### src/verilog/scd_pkg.sv
package scd_pkg;
   // =========================================================
   // rates and decimation
   localparam int unsigned SCD_MOD_RATE_HZ = 32768;
   localparam int unsigned SCD_DEC_MULT = 8;
   localparam int unsigned SCD_STEP_TIME_NS = 244000;
   localparam logic [7:0] SCD_DEC_MIN = 8'h03;
   localparam logic [7:0] SCD_DEC_MAX = 8'hff;
   localparam logic [7:0] SCD_DEC_RST = 8'h45;
   localparam int unsigned SCD_CNT_W = 11;
   localparam int unsigned SCD_RES_W = 34;
   // =========================================================
   // settling
   localparam logic [1:0] SCD_SETTLE_CONV = 2'h3;
   localparam logic [2:0] SCD_UNSYNC_CONV = 3'h4;
   // =========================================================
   // register map (byte addresses)
   localparam logic [4:0] SCD_REG_DEC = 5'h00;
   localparam logic [4:0] SCD_REG_CTRL = 5'h04;
   localparam logic [4:0] SCD_REG_STAT = 5'h08;
   localparam logic [4:0] SCD_REG_RES_LO = 5'h0c;
   localparam logic [4:0] SCD_REG_RES_HI = 5'h10;
   localparam int unsigned SCD_CTRL_CHOP_OFF = 0;
   localparam int unsigned SCD_CTRL_CHAN_LSB = 4;
   localparam int unsigned SCD_CHAN_W = 4;
   localparam logic SCD_CHOP_OFF_RST = 1'b1;
   localparam logic [3:0] SCD_CHAN_RST = 4'h0;
   localparam int unsigned SCD_STAT_READY = 0;
   localparam int unsigned SCD_STAT_SETTLED = 1;
   localparam int unsigned SCD_STAT_ACCURATE = 2;
   localparam int unsigned SCD_STAT_CNT_LSB = 4;
   // =========================================================
   // control states
   typedef enum logic [1:0] {
      SCD_ST_OFF,
      SCD_ST_SETTLE,
      SCD_ST_RUN
   } scd_state_t;
endpackage

### src/verilog/scd_sinc3.sv
`timescale 1ns/10ps
`default_nettype none
module scd_sinc3 #(
   parameter int unsigned W = 34
) (
   input wire logic i_clk,
   input wire logic i_rst,
   input wire logic i_restart,
   input wire logic i_sample_valid,
   input wire logic i_sample_bit,
   input wire logic i_dump,
   output logic [W-1:0] o_value
);
   // =========================================================
   // integrators and combs
   // wrap-around arithmetic is intended: the combs undo integrator overflow
   logic [W-1:0] int_q [3];
   logic [W-1:0] int_d [3];
   logic [W-1:0] dly_q [3];
   logic [W-1:0] dly_d [3];
   logic [W-1:0] comb [4];
   logic [W-1:0] out_q;
   logic [W-1:0] out_d;

   always_comb begin
      // a dump always comes with a sample, so the comb takes the integrator value
      // that already holds it; the third dump after a restart then sees no
      // sample from before the restart
      comb[0] = int_q[2] + int_q[1];
      for (int k = 0; k < 3; k++) begin
         comb[k+1] = comb[k] - dly_q[k];
      end
      for (int k = 0; k < 3; k++) begin
         int_d[k] = int_q[k];
         dly_d[k] = dly_q[k];
      end
      out_d = out_q;
      if (i_restart) begin
         for (int k = 0; k < 3; k++) begin
            int_d[k] = '0;
            dly_d[k] = '0;
         end
      end else if (i_sample_valid) begin
         int_d[0] = int_q[0] + {{(W-1){1'b0}}, i_sample_bit};
         int_d[1] = int_q[1] + int_q[0];
         int_d[2] = int_q[2] + int_q[1];
         if (i_dump) begin
            for (int k = 0; k < 3; k++) begin
               dly_d[k] = comb[k];
            end
            out_d = comb[3];
         end
      end
   end

   always_ff @(posedge i_clk or posedge i_rst) begin
      if (i_rst) begin
         for (int k = 0; k < 3; k++) begin
            int_q[k] <= '0;
            dly_q[k] <= '0;
         end
         out_q <= '0;
      end else begin
         int_q <= int_d;
         dly_q <= dly_d;
         out_q <= out_d;
      end
   end

   assign o_value = out_q;
endmodule
`default_nettype wire

### src/verilog/scd_decimator.sv
`timescale 1ns/10ps
`default_nettype none
module scd_decimator
   import scd_pkg::*;
#(
   parameter int unsigned RES_W = SCD_RES_W
) (
   input wire logic i_clk,
   input wire logic i_rst,
   input wire logic i_mod_valid,
   input wire logic i_mod_bit,
   input wire logic [4:0] i_avs_address,
   input wire logic i_avs_read,
   input wire logic i_avs_write,
   input wire logic [31:0] i_avs_writedata,
   input wire logic [3:0] i_avs_byteenable,
   output logic [31:0] o_avs_readdata,
   output logic o_avs_waitrequest,
   output logic [SCD_CHAN_W-1:0] o_channel,
   output logic o_chop_off,
   output logic [RES_W-1:0] o_result,
   output logic o_result_valid
);
   // =========================================================
   // bus slave timing
   // every access is answered with exactly one wait cycle, so read data
   // are registered and stable when waitrequest drops
   logic ack_q;
   logic ack_d;
   logic req;
   logic wr_now;
   logic rd_now;

   assign req = i_avs_read | i_avs_write;
   assign o_avs_waitrequest = req & ~ack_q;
   assign wr_now = i_avs_write & ack_q;
   assign rd_now = i_avs_read & ack_q;

   always_comb begin
      ack_d = req & ~ack_q;
   end

   // =========================================================
   // software-visible configuration
   logic [7:0] dec_q;
   logic [7:0] dec_d;
   logic chop_off_q;
   logic chop_off_d;
   logic [SCD_CHAN_W-1:0] chan_q;
   logic [SCD_CHAN_W-1:0] chan_d;
   logic sync_change;
   logic [7:0] wr_word;

   assign wr_word = i_avs_writedata[7:0];

   always_comb begin
      dec_d = dec_q;
      chop_off_d = chop_off_q;
      chan_d = chan_q;
      sync_change = 1'b0;
      if (wr_now && i_avs_byteenable[0]) begin
         if (i_avs_address == SCD_REG_DEC) begin
            // out-of-range words are clamped to the lowest legal value
            dec_d = (wr_word < SCD_DEC_MIN) ? SCD_DEC_MIN : wr_word;
            sync_change = 1'b1;
         end else if (i_avs_address == SCD_REG_CTRL) begin
            chop_off_d = wr_word[SCD_CTRL_CHOP_OFF];
            chan_d = wr_word[SCD_CTRL_CHAN_LSB +: SCD_CHAN_W];
            sync_change = 1'b1;
         end
      end
   end

   // =========================================================
   // decimation counter
   logic [SCD_CNT_W-1:0] cnt_q;
   logic [SCD_CNT_W-1:0] cnt_d;
   logic [SCD_CNT_W-1:0] dec_len;
   logic dump;
   logic filt_restart;

   // one word step is eight modulator samples, i.e. 0.244 ms at 32.768 kHz
   assign dec_len = SCD_CNT_W'(SCD_DEC_MULT) * {3'h0, dec_q};
   assign dump = i_mod_valid && chop_off_q && (cnt_q == dec_len - 1'b1);
   assign filt_restart = sync_change | ~chop_off_q;

   always_comb begin
      cnt_d = cnt_q;
      if (filt_restart) begin
         cnt_d = '0;
      end else if (i_mod_valid) begin
         cnt_d = dump ? '0 : cnt_q + 1'b1;
      end
   end

   logic [RES_W-1:0] filt_value;

   scd_sinc3 #(
      .W(RES_W)
   ) u_sinc3 (
      .i_clk(i_clk),
      .i_rst(i_rst),
      .i_restart(filt_restart),
      .i_sample_valid(i_mod_valid),
      .i_sample_bit(i_mod_bit),
      .i_dump(dump),
      .o_value(filt_value)
   );

   // =========================================================
   // settling control
   // the filter value of a dump appears one edge later, so release is
   // decided on the dump and the result is taken on the following edge
   scd_state_t state_q;
   scd_state_t state_d;
   logic [1:0] settle_q;
   logic [1:0] settle_d;
   logic [2:0] conv_q;
   logic [2:0] conv_d;
   logic take_q;
   logic take_d;

   always_comb begin
      state_d = state_q;
      settle_d = settle_q;
      conv_d = conv_q;
      take_d = 1'b0;
      if (filt_restart) begin
         settle_d = '0;
         conv_d = '0;
         state_d = chop_off_d ? SCD_ST_SETTLE : SCD_ST_OFF;
         if (!chop_off_q && chop_off_d) begin
            state_d = SCD_ST_SETTLE;
         end
      end else begin
         unique case (state_q)
            SCD_ST_OFF: begin
               if (chop_off_q) begin
                  state_d = SCD_ST_SETTLE;
               end
            end
            SCD_ST_SETTLE: begin
               if (dump) begin
                  settle_d = settle_q + 1'b1;
                  // the first two dumps carry an unsettled result
                  if (settle_q == SCD_SETTLE_CONV - 2'h1) begin
                     state_d = SCD_ST_RUN;
                     take_d = 1'b1;
                  end
               end
            end
            SCD_ST_RUN: begin
               // no means to see an input step: every conversion is output
               take_d = dump;
               if (dump && conv_q != SCD_UNSYNC_CONV) begin
                  conv_d = conv_q + 1'b1;
               end
            end
         endcase
      end
   end

   // =========================================================
   // result register and ready flag
   logic [RES_W-1:0] res_q;
   logic [RES_W-1:0] res_d;
   logic res_vld_q;
   logic res_vld_d;
   logic ready_q;
   logic ready_d;

   always_comb begin
      res_d = res_q;
      res_vld_d = take_q;
      ready_d = ready_q;
      if (rd_now && i_avs_address == SCD_REG_RES_LO) begin
         ready_d = 1'b0;
      end
      if (filt_restart) begin
         ready_d = 1'b0;
      end
      if (take_q) begin
         res_d = filt_value;
         ready_d = 1'b1;
      end
   end

   // =========================================================
   // read data
   logic [31:0] rdata_q;
   logic [31:0] rdata_d;

   always_comb begin
      rdata_d = rdata_q;
      if (req && !ack_q) begin
         rdata_d = '0;
         unique case (i_avs_address)
            SCD_REG_DEC: rdata_d[7:0] = dec_q;
            SCD_REG_CTRL: begin
               rdata_d[SCD_CTRL_CHOP_OFF] = chop_off_q;
               rdata_d[SCD_CTRL_CHAN_LSB +: SCD_CHAN_W] = chan_q;
            end
            SCD_REG_STAT: begin
               rdata_d[SCD_STAT_READY] = ready_q;
               rdata_d[SCD_STAT_SETTLED] = (state_q == SCD_ST_RUN);
               rdata_d[SCD_STAT_ACCURATE] = (conv_q == SCD_UNSYNC_CONV);
               rdata_d[SCD_STAT_CNT_LSB +: 3] = conv_q;
            end
            SCD_REG_RES_LO: rdata_d = res_q[31:0];
            SCD_REG_RES_HI: rdata_d[RES_W-33:0] = res_q[RES_W-1:32];
            default: rdata_d = '0;
         endcase
      end
   end

   // =========================================================
   // state registers
   always_ff @(posedge i_clk or posedge i_rst) begin
      if (i_rst) begin
         ack_q <= 1'b0;
         dec_q <= SCD_DEC_RST;
         chop_off_q <= SCD_CHOP_OFF_RST;
         chan_q <= SCD_CHAN_RST;
         cnt_q <= '0;
         state_q <= SCD_ST_OFF;
         settle_q <= '0;
         conv_q <= '0;
         take_q <= 1'b0;
         res_q <= '0;
         res_vld_q <= 1'b0;
         ready_q <= 1'b0;
         rdata_q <= '0;
      end else begin
         ack_q <= ack_d;
         dec_q <= dec_d;
         chop_off_q <= chop_off_d;
         chan_q <= chan_d;
         cnt_q <= cnt_d;
         state_q <= state_d;
         settle_q <= settle_d;
         conv_q <= conv_d;
         take_q <= take_d;
         res_q <= res_d;
         res_vld_q <= res_vld_d;
         ready_q <= ready_d;
         rdata_q <= rdata_d;
      end
   end

   assign o_avs_readdata = rdata_q;
   assign o_channel = chan_q;
   assign o_chop_off = chop_off_q;
   assign o_result = res_q;
   assign o_result_valid = res_vld_q;
endmodule
`default_nettype wire

### config.mk
export PLATFORM = sky130hd
export DESIGN_NAME = scd_decimator
export DESIGN_NICKNAME = d
export VERILOG_FILES = /design/src/verilog/scd_pkg.sv /design/src/verilog/scd_sinc3.sv /design/src/verilog/scd_decimator.sv
export SDC_FILE = /design/constraint.sdc
export NUM_CORES = 1
export LEC_CHECK = 0
export ABC_AREA = 0
export BUFFER_PORTS_ARGS = -buffer_cell sky130_fd_sc_hd__buf_4
export CELL_PAD_IN_SITES_DETAIL_PLACEMENT = 1
export CELL_PAD_IN_SITES_GLOBAL_PLACEMENT = 2
export CORE_MARGIN = 2
export CORE_UTILIZATION = 42
export CTS_CLUSTER_DIAMETER = 150
export DETAILED_ROUTE_END_ITERATION = 10
export GPL_TIMING_DRIVEN = 1
export PLACE_DENSITY_LB_ADDON = 0.1
export REMOVE_ABC_BUFFERS = 1
export SYNTH_ARGS = -nofsm -noshare
export SYNTH_HDL_FRONTEND = slang
export SYNTH_SLANG_ARGS = --single-unit
### constraint.sdc
create_clock -name i_clk -period 21.6 [get_ports i_clk]
set_input_delay 5.4 -clock i_clk [delete_from_list [all_inputs] [get_ports i_clk]]
set_output_delay 5.4 -clock i_clk [all_outputs]
set_load 0.1 [all_outputs]
==> results_dict.tcl, run 1 <==
set metrics [dict create \
    setup_viol 0 \
    hold_viol 0 \
    netlist_top_cells_count "dfrtp_1, nand2_1, a21oi_1, nor2_1, ha_1" \
    cts_resized 0 \
    antenna_cells 0 \
    nets 2776 \
    boundaryPins 120 \
    multi_input_area_sq_um 12800 \
    clkTransAtPathRegs_ns 0.06 \
    startpoint_type "primary input" \
    grt_pass1_wl_um 92600 \
    rows 84 \
    instances_no_fill 3269 \
    path_cells "buf_4 > nor2_1 > or2_2 > buf_4 > inv_2 > buf_4" \
    cts_hold_buffers 0 \
    ys_seq_elements 339 \
    synthTopCellsByArea "dfrtp_1, ha_1, nand2_1, a21oi_1, xnor2_1" \
    min_period_ns 12.33 \
    ant_nets 0 \
    period_share 0.571 \
    cts_setup_buffers 0 \
    cp_top_family "buffers and inverters" \
    synth_cell_types 84 \
    dieWidth_um 234 \
    cts.path.max_buffers 3 \
    grt_setup_unrepaired "false" \
    crit_path_max_fanout 38 \
    initial_utilization 0.423 \
    core_area_sq_um 52400 \
    synth_most_common_cell "dfrtp_1" \
    root_buffer "clkbuf_16" \
    final_util 0.476 \
    yosysTopAreaCell "dfrtp_1" \
    insertion_delay_ns 0.57 \
    cts_inserted_buffers 43 \
    n_fill_cell 6056 \
    htreeDepth 2 \
    clock_sinks 339 \
    place_ws_ns 9.26 \
    async_flop_share 1.00 \
    cts_tree "built" \
    crit_buf_inv 4 \
    hp-class "reg -> reg" \
    syn_inst 2486 \
    grt_pass1_vias 18300 \
    avgViaCountPerCell 5.33 \
    drt-initial-drc-count 681 \
    critical-path-slowest-cell "inv_2" \
    power_density_nw_per_um2 76.7 \
    synthToLayoutAreaGrowth_pct 12.5 \
    power.switching_w 0.000608 \
    combPwrFrac 0.279 \
    max_freq_mhz 81.1 \
    ys.flop_type "dfrtp_1" \
    syn_area_sq_um 22200 \
    switching_share 0.318 \
    finalWirelength_um 55700 \
    status "completed" \
    end_kind "output port" \
    gr-usage-all-layers 0.206 \
    p_int_w 0.00131 \
    finalPower_w 0.00192 \
    hpwl_um 40700 \
    drive_above_1_share 0.107 \
    p_leak_nw 11.5 \
    synth-edff-count 0 \
    ir_drop_mv 0.0587 \
    path_class "in -> out" \
    die_h_um 234 \
    num_vias 17400 \
    slew_violations 0 \
    grt_max_degree 167 \
    io_buffers 92 \
    overflow 0 \
    cp.required_ns 16.20 \
    antenna_found_initial 0 \
    gp_congestion 0.838 \
    drtPass1Iterations 6 \
    skew_ns 0.0113 \
    path_common_cell "buf_4" \
    dieArea_sq_um 54700 \
    fin_ws_ns 9.27 \
    clockPowerShare 0.383 \
    arrival_ns 6.93 \
    seq_area_sq_um 8490 \
    ys_warn_count 0 \
    synth_area_per_cell_sq_um 8.93 \
    dp.cells 3192 \
    worstMarginPinSlew_ns 1.01 \
    max_stage_delay_ns 0.45 \
    drv_cap 0 \
    tns_ns 0 \
    yosysTopAreaCellShare 0.378 \
    drcViolationCount 0 \
    p_seq_frac 0.338 \
    wl_per_cell_um 17.0 \
    maxSlewHeadroom 0.324 \
    synth-seq-area-share 0.383 \
]
==> tightest hold or removal path, cell delays in order (launching register included) <==
cell     delay [ns]
dfrtp_1        0.35
nand2_1        0.05
nand2_1        0.05
==> worst paths after layout <==
check | startpoint | to | slack, ns | cells after the start
setup / recovery | i_avs_write | o_avs_waitrequest | 9.27 | 6
hold / removal | u_sinc3.o_value[21] | u_sinc3.o_value[21] | 0.47 | 2
setup reg to reg | u_sinc3.int_q[40] | u_sinc3.o_value[33] | 12.98 | 36
hold reg to reg | u_sinc3.o_value[21] | u_sinc3.o_value[21] | 0.47 | 2
max in group asynchronous | i_rst | u_sinc3.int_q[66] | 15.23 | 3
min in group asynchronous | i_rst | u_sinc3.o_value[2] | 4.97 | 2
==> layout make-up <==
cell class | instances | area share
Clock inverter | 15 | 0.00746
Sequential cell | 339 | 0.340
Timing Repair Buffer | 107 | 0.0327
Clock buffer | 62 | 0.0501
Inverter | 153 | 0.0233
Tap cell | 688 | 0.0345
Multi-Input combinational cell | 1905 | 0.512
==> flip-flops by register name, indices dropped and copies added (netlist names), 2 cells and up <==
name             count
o_channel            4
u_sinc3.int_q      102
cnt_q               11
u_sinc3.o_value     34
u_sinc3.dly_q      102
o_avs_readdata      32
state_q              2
dec_q                8
o_result            34
settle_q             2
conv_q               3
==> metrics by stage <==
stage	hold WS, ns	cell area, sq um
after floorplan	0.433	21800
after global placement	0.455	23500
after detailed placement	0.465	23500
after CTS	0.478	25000
after global routing	0.496	25000
final	0.474	25000
==> power groups by stage <==
stage	logic [W]	registers, W	clock network, W
after CTS	0.000543	0.000647	0.000758
after detailed placement	0.000540	0.000658	0
final	0.000535	0.000647	0.000734
after global placement	0.000530	0.000658	0
after floorplan	0.000407	0.000675	0
after global routing	0.000602	0.000647	0.000783
==> layout by cell type (no fill, tap or decap), drive strengths merged, types with 6 or more instances in the layout <==
master   Yosys  final
nor4         6      6
mux2        47     47
or2         13     13
clkbuf      69     62
nand2      332    332
nor3        21     21
nor2b       16     16
nand4       23     23
clkinv       0      8
and2         6      6
ha         175    175
xnor2      126    126
buf         20    107
nand3b      16     16
a22o         7      7
a211oi      24     24
nand3       50     50
a2111oi      6      6
o31ai        8      8
a21o        86     86
nand2b      27     27
a221oi       8      8
a21oi      249    249
nor2       195    195
dfrtp      335    335
xor2        80     80
inv        153    153
o21a        28     28
o21bai      31     31
mux2i       50     50
or3         13     13
o21ai      145    145
o211ai       8      8
a31oi       15     15
a31o         6      6
and3        21     21
==> kinds of logic (layout without fill, tap and decap cells) <==
kind of cell    count (synthesis)  after routing  share of synthesized area
mux                            98             98                     0.0474
flops                         339            339                      0.383
simple gates                  759            759                      0.154
xor+xnor                      207            207                     0.0827
fa+ha+maj                     180            180                      0.103
buf+inv                       242            337                     0.0417
compound gates                661            661                      0.189
==> layer usage <==
metal	vias to the layer above	wire [um]	global-route usage
met3	74	1490	0.0253
met5	-	0	0
met2	194	27300	0.369
met4	0	1170	0.0564
li1	8768	-	-
met1	8395	25700	0.261
Note: power is estimated with default switching activity, not from simulation.
==> run 2: changes to the inputs <==
CORE_UTILIZATION = 35   (was 42)
clock period = 10 ns   (was 21.6 ns; I/O delays follow)
==> run 2 against run 1 <==
  * Via count fell by 0.35%
  * Combinational power is 120% higher
  * Count of clock-buffer cells in the layout shrank 1
  * Wire length increased by 2.9%
  * Largest cell class unchanged
==> results_dict.tcl, run 2 (synthesis results as in run 1) <==
set metrics [dict create \
    period_share 0.843 \
    p_leak_nw 11.6 \
    cts_inserted_buffers 45 \
    cts_resized 0 \
    cts_tree "built" \
    ir_drop_mv 0.135 \
    wl_per_cell_um 16.7 \
    maxSlewHeadroom 0.285 \
    drcViolationCount 0 \
    critical-path-slowest-cell "dfrtp_1" \
    cp.required_ns 10.48 \
    initial_utilization 0.353 \
    grt_setup_unrepaired "false" \
    cts_hold_buffers 0 \
    min_period_ns 8.43 \
    layout_commonest_cell "dfrtp_1" \
    final_cell_mix "dfrtp_1, nand2_1, a21oi_1" \
    insertion_delay_ns 0.59 \
    drtPass1Iterations 4 \
    min_from "u_sinc3.o_value[1]" \
    r2r_slack_ns 1.57 \
    finalWirelength_um 57300 \
    cts_setup_buffers 0 \
    slew_violations 0 \
    clkTransAtPathRegs_ns 0.06 \
    power_density_nw_per_um2 169 \
    drive_above_1_share 0.112 \
    overflow 0 \
    rows 92 \
    r2r_end "u_sinc3.o_value[33]" \
    drv_cap 0 \
    worstMarginPinSlew_ns 1.07 \
    n_fill_cell 7299 \
    postLayoutCellArea_sq_um 25400 \
    grt_pass1_vias 18500 \
    fin_ws_ns 1.57 \
    max_stage_delay_ns 0.40 \
    ant_nets 0 \
    setup_viol 0 \
    drt-initial-drc-count 667 \
    hpwl_um 42400 \
    skew_ns 0.0319 \
    antenna_cells 0 \
    dieWidth_um 256 \
    startpoint_type "flip-flop" \
    core_area_sq_um 62900 \
    whs_path_depth 2 \
    seq_area_sq_um 8490 \
    placedInstanceArea_sq_um 23800 \
    antenna_found_initial 0 \
    grt_max_degree 118 \
    gr-usage-all-layers 0.178 \
    gp_congestion 0.864 \
    nets 2782 \
    path_common_cell "a21oi_1" \
    arrival_ns 8.91 \
    max_freq_mhz 119 \
    r2r_start "u_sinc3.int_q[40]" \
    clock_sinks 339 \
    num_vias 17400 \
    path_class "reg -> reg" \
    htreeDepth 2 \
    grt_pass1_wl_um 97100 \
    cts.path.max_buffers 3 \
    io_buffers 92 \
    avgViaCountPerCell 5.05 \
    place_ws_ns 1.54 \
    hp-class "reg -> reg" \
    crit_path_max_fanout 7 \
    multi_input_area_sq_um 12800 \
    finalPower_w 0.00429 \
    die_h_um 256 \
    status "completed" \
    dieArea_sq_um 65400 \
    boundaryPins 120 \
    reg2reg_depth 37 \
    end_kind "flip-flop" \
    synthToLayoutAreaGrowth_pct 14.3 \
    hold_viol 0 \
    root_buffer "clkbuf_16" \
    min_to "u_sinc3.o_value[1]" \
    top_regs "u_sinc3.dly_q: 102 flops, u_sinc3.int_q: 102 flops" \
]
[run 2: cell count changes in the layout (fill, tap and decap cells not counted)]
cell,before,now
bufinv_16,4,7
clkinv_2,7,11
inv_6,0,1
clkbuf_8,6,10
clkbuf_1,11,6
buf_12,1,0
clkinv_4,1,0
clkinvlp_4,3,1
clkinv_8,0,2
buf_4,106,111
[run 2: worst max path at each step]
stage,slack (ns),to,start,depth (start not counted)
6_report,1.57,u_sinc3.o_value[33],u_sinc3.int_q[40],37
5_1_grt,0.78,u_sinc3.o_value[33],u_sinc3.int_q[36],37
4_1_cts,1.51,u_sinc3.o_value[33],u_sinc3.int_q[40],37
3_5_place_dp,1.54,u_sinc3.o_value[33],u_sinc3.int_q[40],37
3_3_place_gp,1.62,u_sinc3.o_value[33],u_sinc3.int_q[35],37
2_1_floorplan,-1.89,ack_q,i_rst,1
[run 2: worst max-delay path: cells and delay by family, from the launching register on]
family / cells / cell delay (ns)
DFF: 1 / 0.40
adders and majority gates: 4 / 1.42
AOI/OAI and AO/OA: 24 / 4.84
xor gates and xnor gates: 5 / 0.99
and+or+nand+nor: 4 / 0.67
[run 2: per-stage QoR]
| step | std cells | TNS (ns) | hold WS [ns] | utilization |
|---|---|---|---|---|
| 3_5_place_dp | 3354 | 0 | 0.456 | 0.378 |
| 3_3_place_gp | 3354 | 0 | 0.449 | 0.378 |
| 2_1_floorplan | 2397 | -632.59 | 0.433 | - |
| 5_1_grt | 3437 | 0 | 0.504 | 0.403 |
| 4_1_cts | 3437 | 0 | 0.469 | 0.403 |
| 6_report | 3437 | 0 | 0.465 | 0.403 |
[run 2: cell type report]
type                            count  share of cell area
Inverter                          153              0.0229
Tap cell                          846              0.0418
Clock inverter                     22              0.0124
Timing Repair Buffer              111              0.0329
Multi-Input combinational cell   1905               0.505
Sequential cell                   339               0.335
Clock buffer                       61              0.0507
[run 2: report_power, final]
| part | total, W | internal [W] | switching [W] |
|---|---|---|---|
| registers | 0.00140 | 0.00138 | 0.0000117 |
| logic | 0.00117 | 0.000471 | 0.000696 |
| clock network | 0.00173 | 0.00108 | 0.000644 |
[run 2: per-layer routing]
metal	share of wire	track usage	vias to the layer above
met4	0.028	0.0547	0
li1	-	-	8783
met2	0.48	0.309	169
met5	0	0	-
met1	0.47	0.229	8334
met3	0.025	0.0254	84
==> run 3: changes to the inputs <==
ABC_AREA = 1   (was 0)
CORE_UTILIZATION = 37   (was 35)
clock period = 8.8 ns   (was 10 ns; I/O delays follow)
==> run 3 against run 2 <==
  * Largest cell class unchanged
  * First-iteration DRC count increased by 16%
  * Combinational power shrank 85%
  * Wire length up 16%
  * Critical path depth is 1 higher
  * Highest routed layer unchanged
  * Area after synthesis is 0.65% higher
  * Cell area decreased by 0.18%
  * Sequential share of layout area increased by 0.065 points
  * Setup slack got worse by 0.11 ns
  * Critical endpoint is now u_sinc3.o_value[31]
  * Clock skew down 0.012 ns
  * Count of clock-buffer cells in the layout is 3 higher
  * Synthesized cell count grew 16%
==> results_dict.tcl, run 3 <==
set metrics [dict create \
    switching_share 0.247 \
    drtPass1Iterations 7 \
    wl_per_cell_um 17.5 \
    clkTransAtPathRegs_ns 0.06 \
    hp-class "reg -> reg" \
    placedInstanceArea_sq_um 23800 \
    synth-edff-count 0 \
    p_seq_frac 0.441 \
    grt_pass1_vias 21300 \
    syn_area_sq_um 22300 \
    maxSlewHeadroom 0.187 \
    fin_ws_ns 1.46 \
    combPwrFrac 0.049 \
    yosysTopAreaCellShare 0.375 \
    path_class "reg -> reg" \
    worstMarginPinSlew_ns 1.22 \
    gp_congestion 0.839 \
    avgViaCountPerCell 5.18 \
    dieWidth_um 250 \
    ir_drop_mv 0.145 \
    critical-path-slowest-cell "dfrtp_1" \
    boundaryPins 120 \
    initial_utilization 0.372 \
    cts_setup_buffers 0 \
    min_period_ns 7.34 \
    antenna_cells 0 \
    final_cell_mix "nand2_1, inv_1, dfrtp_1" \
    grt_max_degree 136 \
    drv_cap 0 \
    period_share 0.834 \
    p_int_w 0.00270 \
    hold_viol 0 \
    async_flop_share 1.00 \
    final_util 0.422 \
    io_buffers 92 \
    core_area_sq_um 60000 \
    drcViolationCount 0 \
    root_buffer "clkbuf_16" \
    rows 90 \
    drt-initial-drc-count 777 \
    clockPowerShare 0.510 \
    synth-seq-area-share 0.380 \
    tns_ns 0 \
    postLayoutCellArea_sq_um 25300 \
    layout_commonest_cell "nand2_1" \
    htreeDepth 2 \
    status "completed" \
    insertion_delay_ns 0.59 \
    p_leak_nw 12.4 \
    place_ws_ns 1.45 \
    synthTopCellsByArea "dfrtp_1, nand2_1, ha_1, inv_1, o21ai_0" \
    ys.flop_type "dfrtp_1" \
    hpwl_um 50600 \
    finalWirelength_um 66200 \
    overflow 0 \
    grt_setup_unrepaired "false" \
    cp.required_ns 9.28 \
    die_h_um 250 \
    end_kind "flip-flop" \
    nets 3191 \
    seq_area_sq_um 8490 \
    skew_ns 0.0199 \
    crit_path_max_fanout 5 \
    cts_tree "built" \
    arrival_ns 7.82 \
    cts_inserted_buffers 44 \
    cts_hold_buffers 0 \
    top_regs "u_sinc3.dly_q: 102 flops, u_sinc3.int_q: 102 flops" \
    gr-usage-all-layers 0.215 \
    synth_area_per_cell_sq_um 7.75 \
    power_density_nw_per_um2 142 \
    drive_above_1_share 0.0817 \
    max_stage_delay_ns 0.42 \
    ys_seq_elements 339 \
    startpoint_type "flip-flop" \
    setup_viol 0 \
    synth_most_common_cell "nand2_1" \
    synth_cell_types 62 \
    cts_resized 0 \
    ant_nets 0 \
    synthToLayoutAreaGrowth_pct 13.3 \
    path_common_cell "nand2_1" \
    power.switching_w 0.000885 \
    antenna_found_initial 0 \
    slew_violations 0 \
    grt_pass1_wl_um 110000 \
    multi_input_area_sq_um 12200 \
    cts.path.max_buffers 3 \
    syn_inst 2882 \
    yosysTopAreaCell "dfrtp_1" \
    clock_sinks 339 \
    n_fill_cell 7350 \
    dieArea_sq_um 62300 \
    netlist_top_cells_count "nand2_1, inv_1, dfrtp_1, o21ai_0, a21oi_1" \
    max_freq_mhz 136 \
    ys_warn_count 0 \
    num_vias 19600 \
]
-- run 3: cell type report --
| class | instances | share of cell area |
|---|---|---|
| clock buffer | 64 | 0.0520 |
| clock inverter | 17 | 0.00692 |
| inverter | 352 | 0.0525 |
| multi-input combinational | 2123 | 0.483 |
| sequential | 339 | 0.335 |
| tap | 782 | 0.0387 |
| timing repair buffer | 104 | 0.0313 |
-- run 3: final timing paths --
check,start,to,slack (ns),cells past startpoint
min in group asynchronous,i_rst,u_sinc3.int_q[34],1.73,2
max in group asynchronous,i_rst,u_sinc3.dly_q[77],5.71,3
hold / removal,u_sinc3.o_value[15],u_sinc3.o_value[15],0.48,2
hold reg to reg,u_sinc3.o_value[15],u_sinc3.o_value[15],0.48,2
setup / recovery,u_sinc3.int_q[34],u_sinc3.o_value[31],1.46,38
setup reg to reg,u_sinc3.int_q[34],u_sinc3.o_value[31],1.46,38
-- run 3: power groups by stage --
stage | clock, W | sequential (W) | combinational, W
after floorplan | 0 | 0.00163 | 0.0000860
after global placement | 0 | 0.00161 | 0.000177
after detailed placement | 0 | 0.00161 | 0.000182
after CTS | 0.00189 | 0.00158 | 0.000182
after global routing | 0.00195 | 0.00158 | 0.000196
final | 0.00183 | 0.00158 | 0.000177
-- run 3: cell families (layout without fill, tap and decap cells) --
logic type,after synthesis,count (layout),share of synthesized area
multiplexers,12,12,0.00605
XOR/XNOR,152,152,0.0596
adder cells (fa/ha/maj),180,180,0.103
buffers and inverters,420,537,0.0733
flip-flops,339,339,0.380
AO/OA/AOI/OAI,720,720,0.181
AND/OR/NAND/NOR,1059,1059,0.198
-- run 3: per-stage QoR --
stage / cells / hold slack, ns / power [W]
2_1_floorplan: 2814 / 0.442 / 0.00172
3_3_place_gp: 3700 / 0.460 / 0.00179
3_5_place_dp: 3700 / 0.466 / 0.00179
4_1_cts: 3781 / 0.482 / 0.00365
5_1_grt: 3781 / 0.510 / 0.00373
6_report: 3781 / 0.476 / 0.00359
-- run 3: critical path: cells and delay by family, from the launching register on --
kind                       cells  cell delay (ns)
adders and majority gates      5             1.75
DFF                            1             0.42
buffers and inverters          2             0.18
and+or+nand+nor               16             2.02
AOI/OAI and AO/OA             12             2.29
xor gates and xnor gates       3             0.59
-- run 3: routing by layer --
metal,up-vias,part of all wire,global-route usage
li1,9851,-,-
met1,9426,0.45,0.261
met2,191,0.50,0.390
met3,103,0.021,0.0230
met4,0,0.036,0.0804
met5,-,0,0
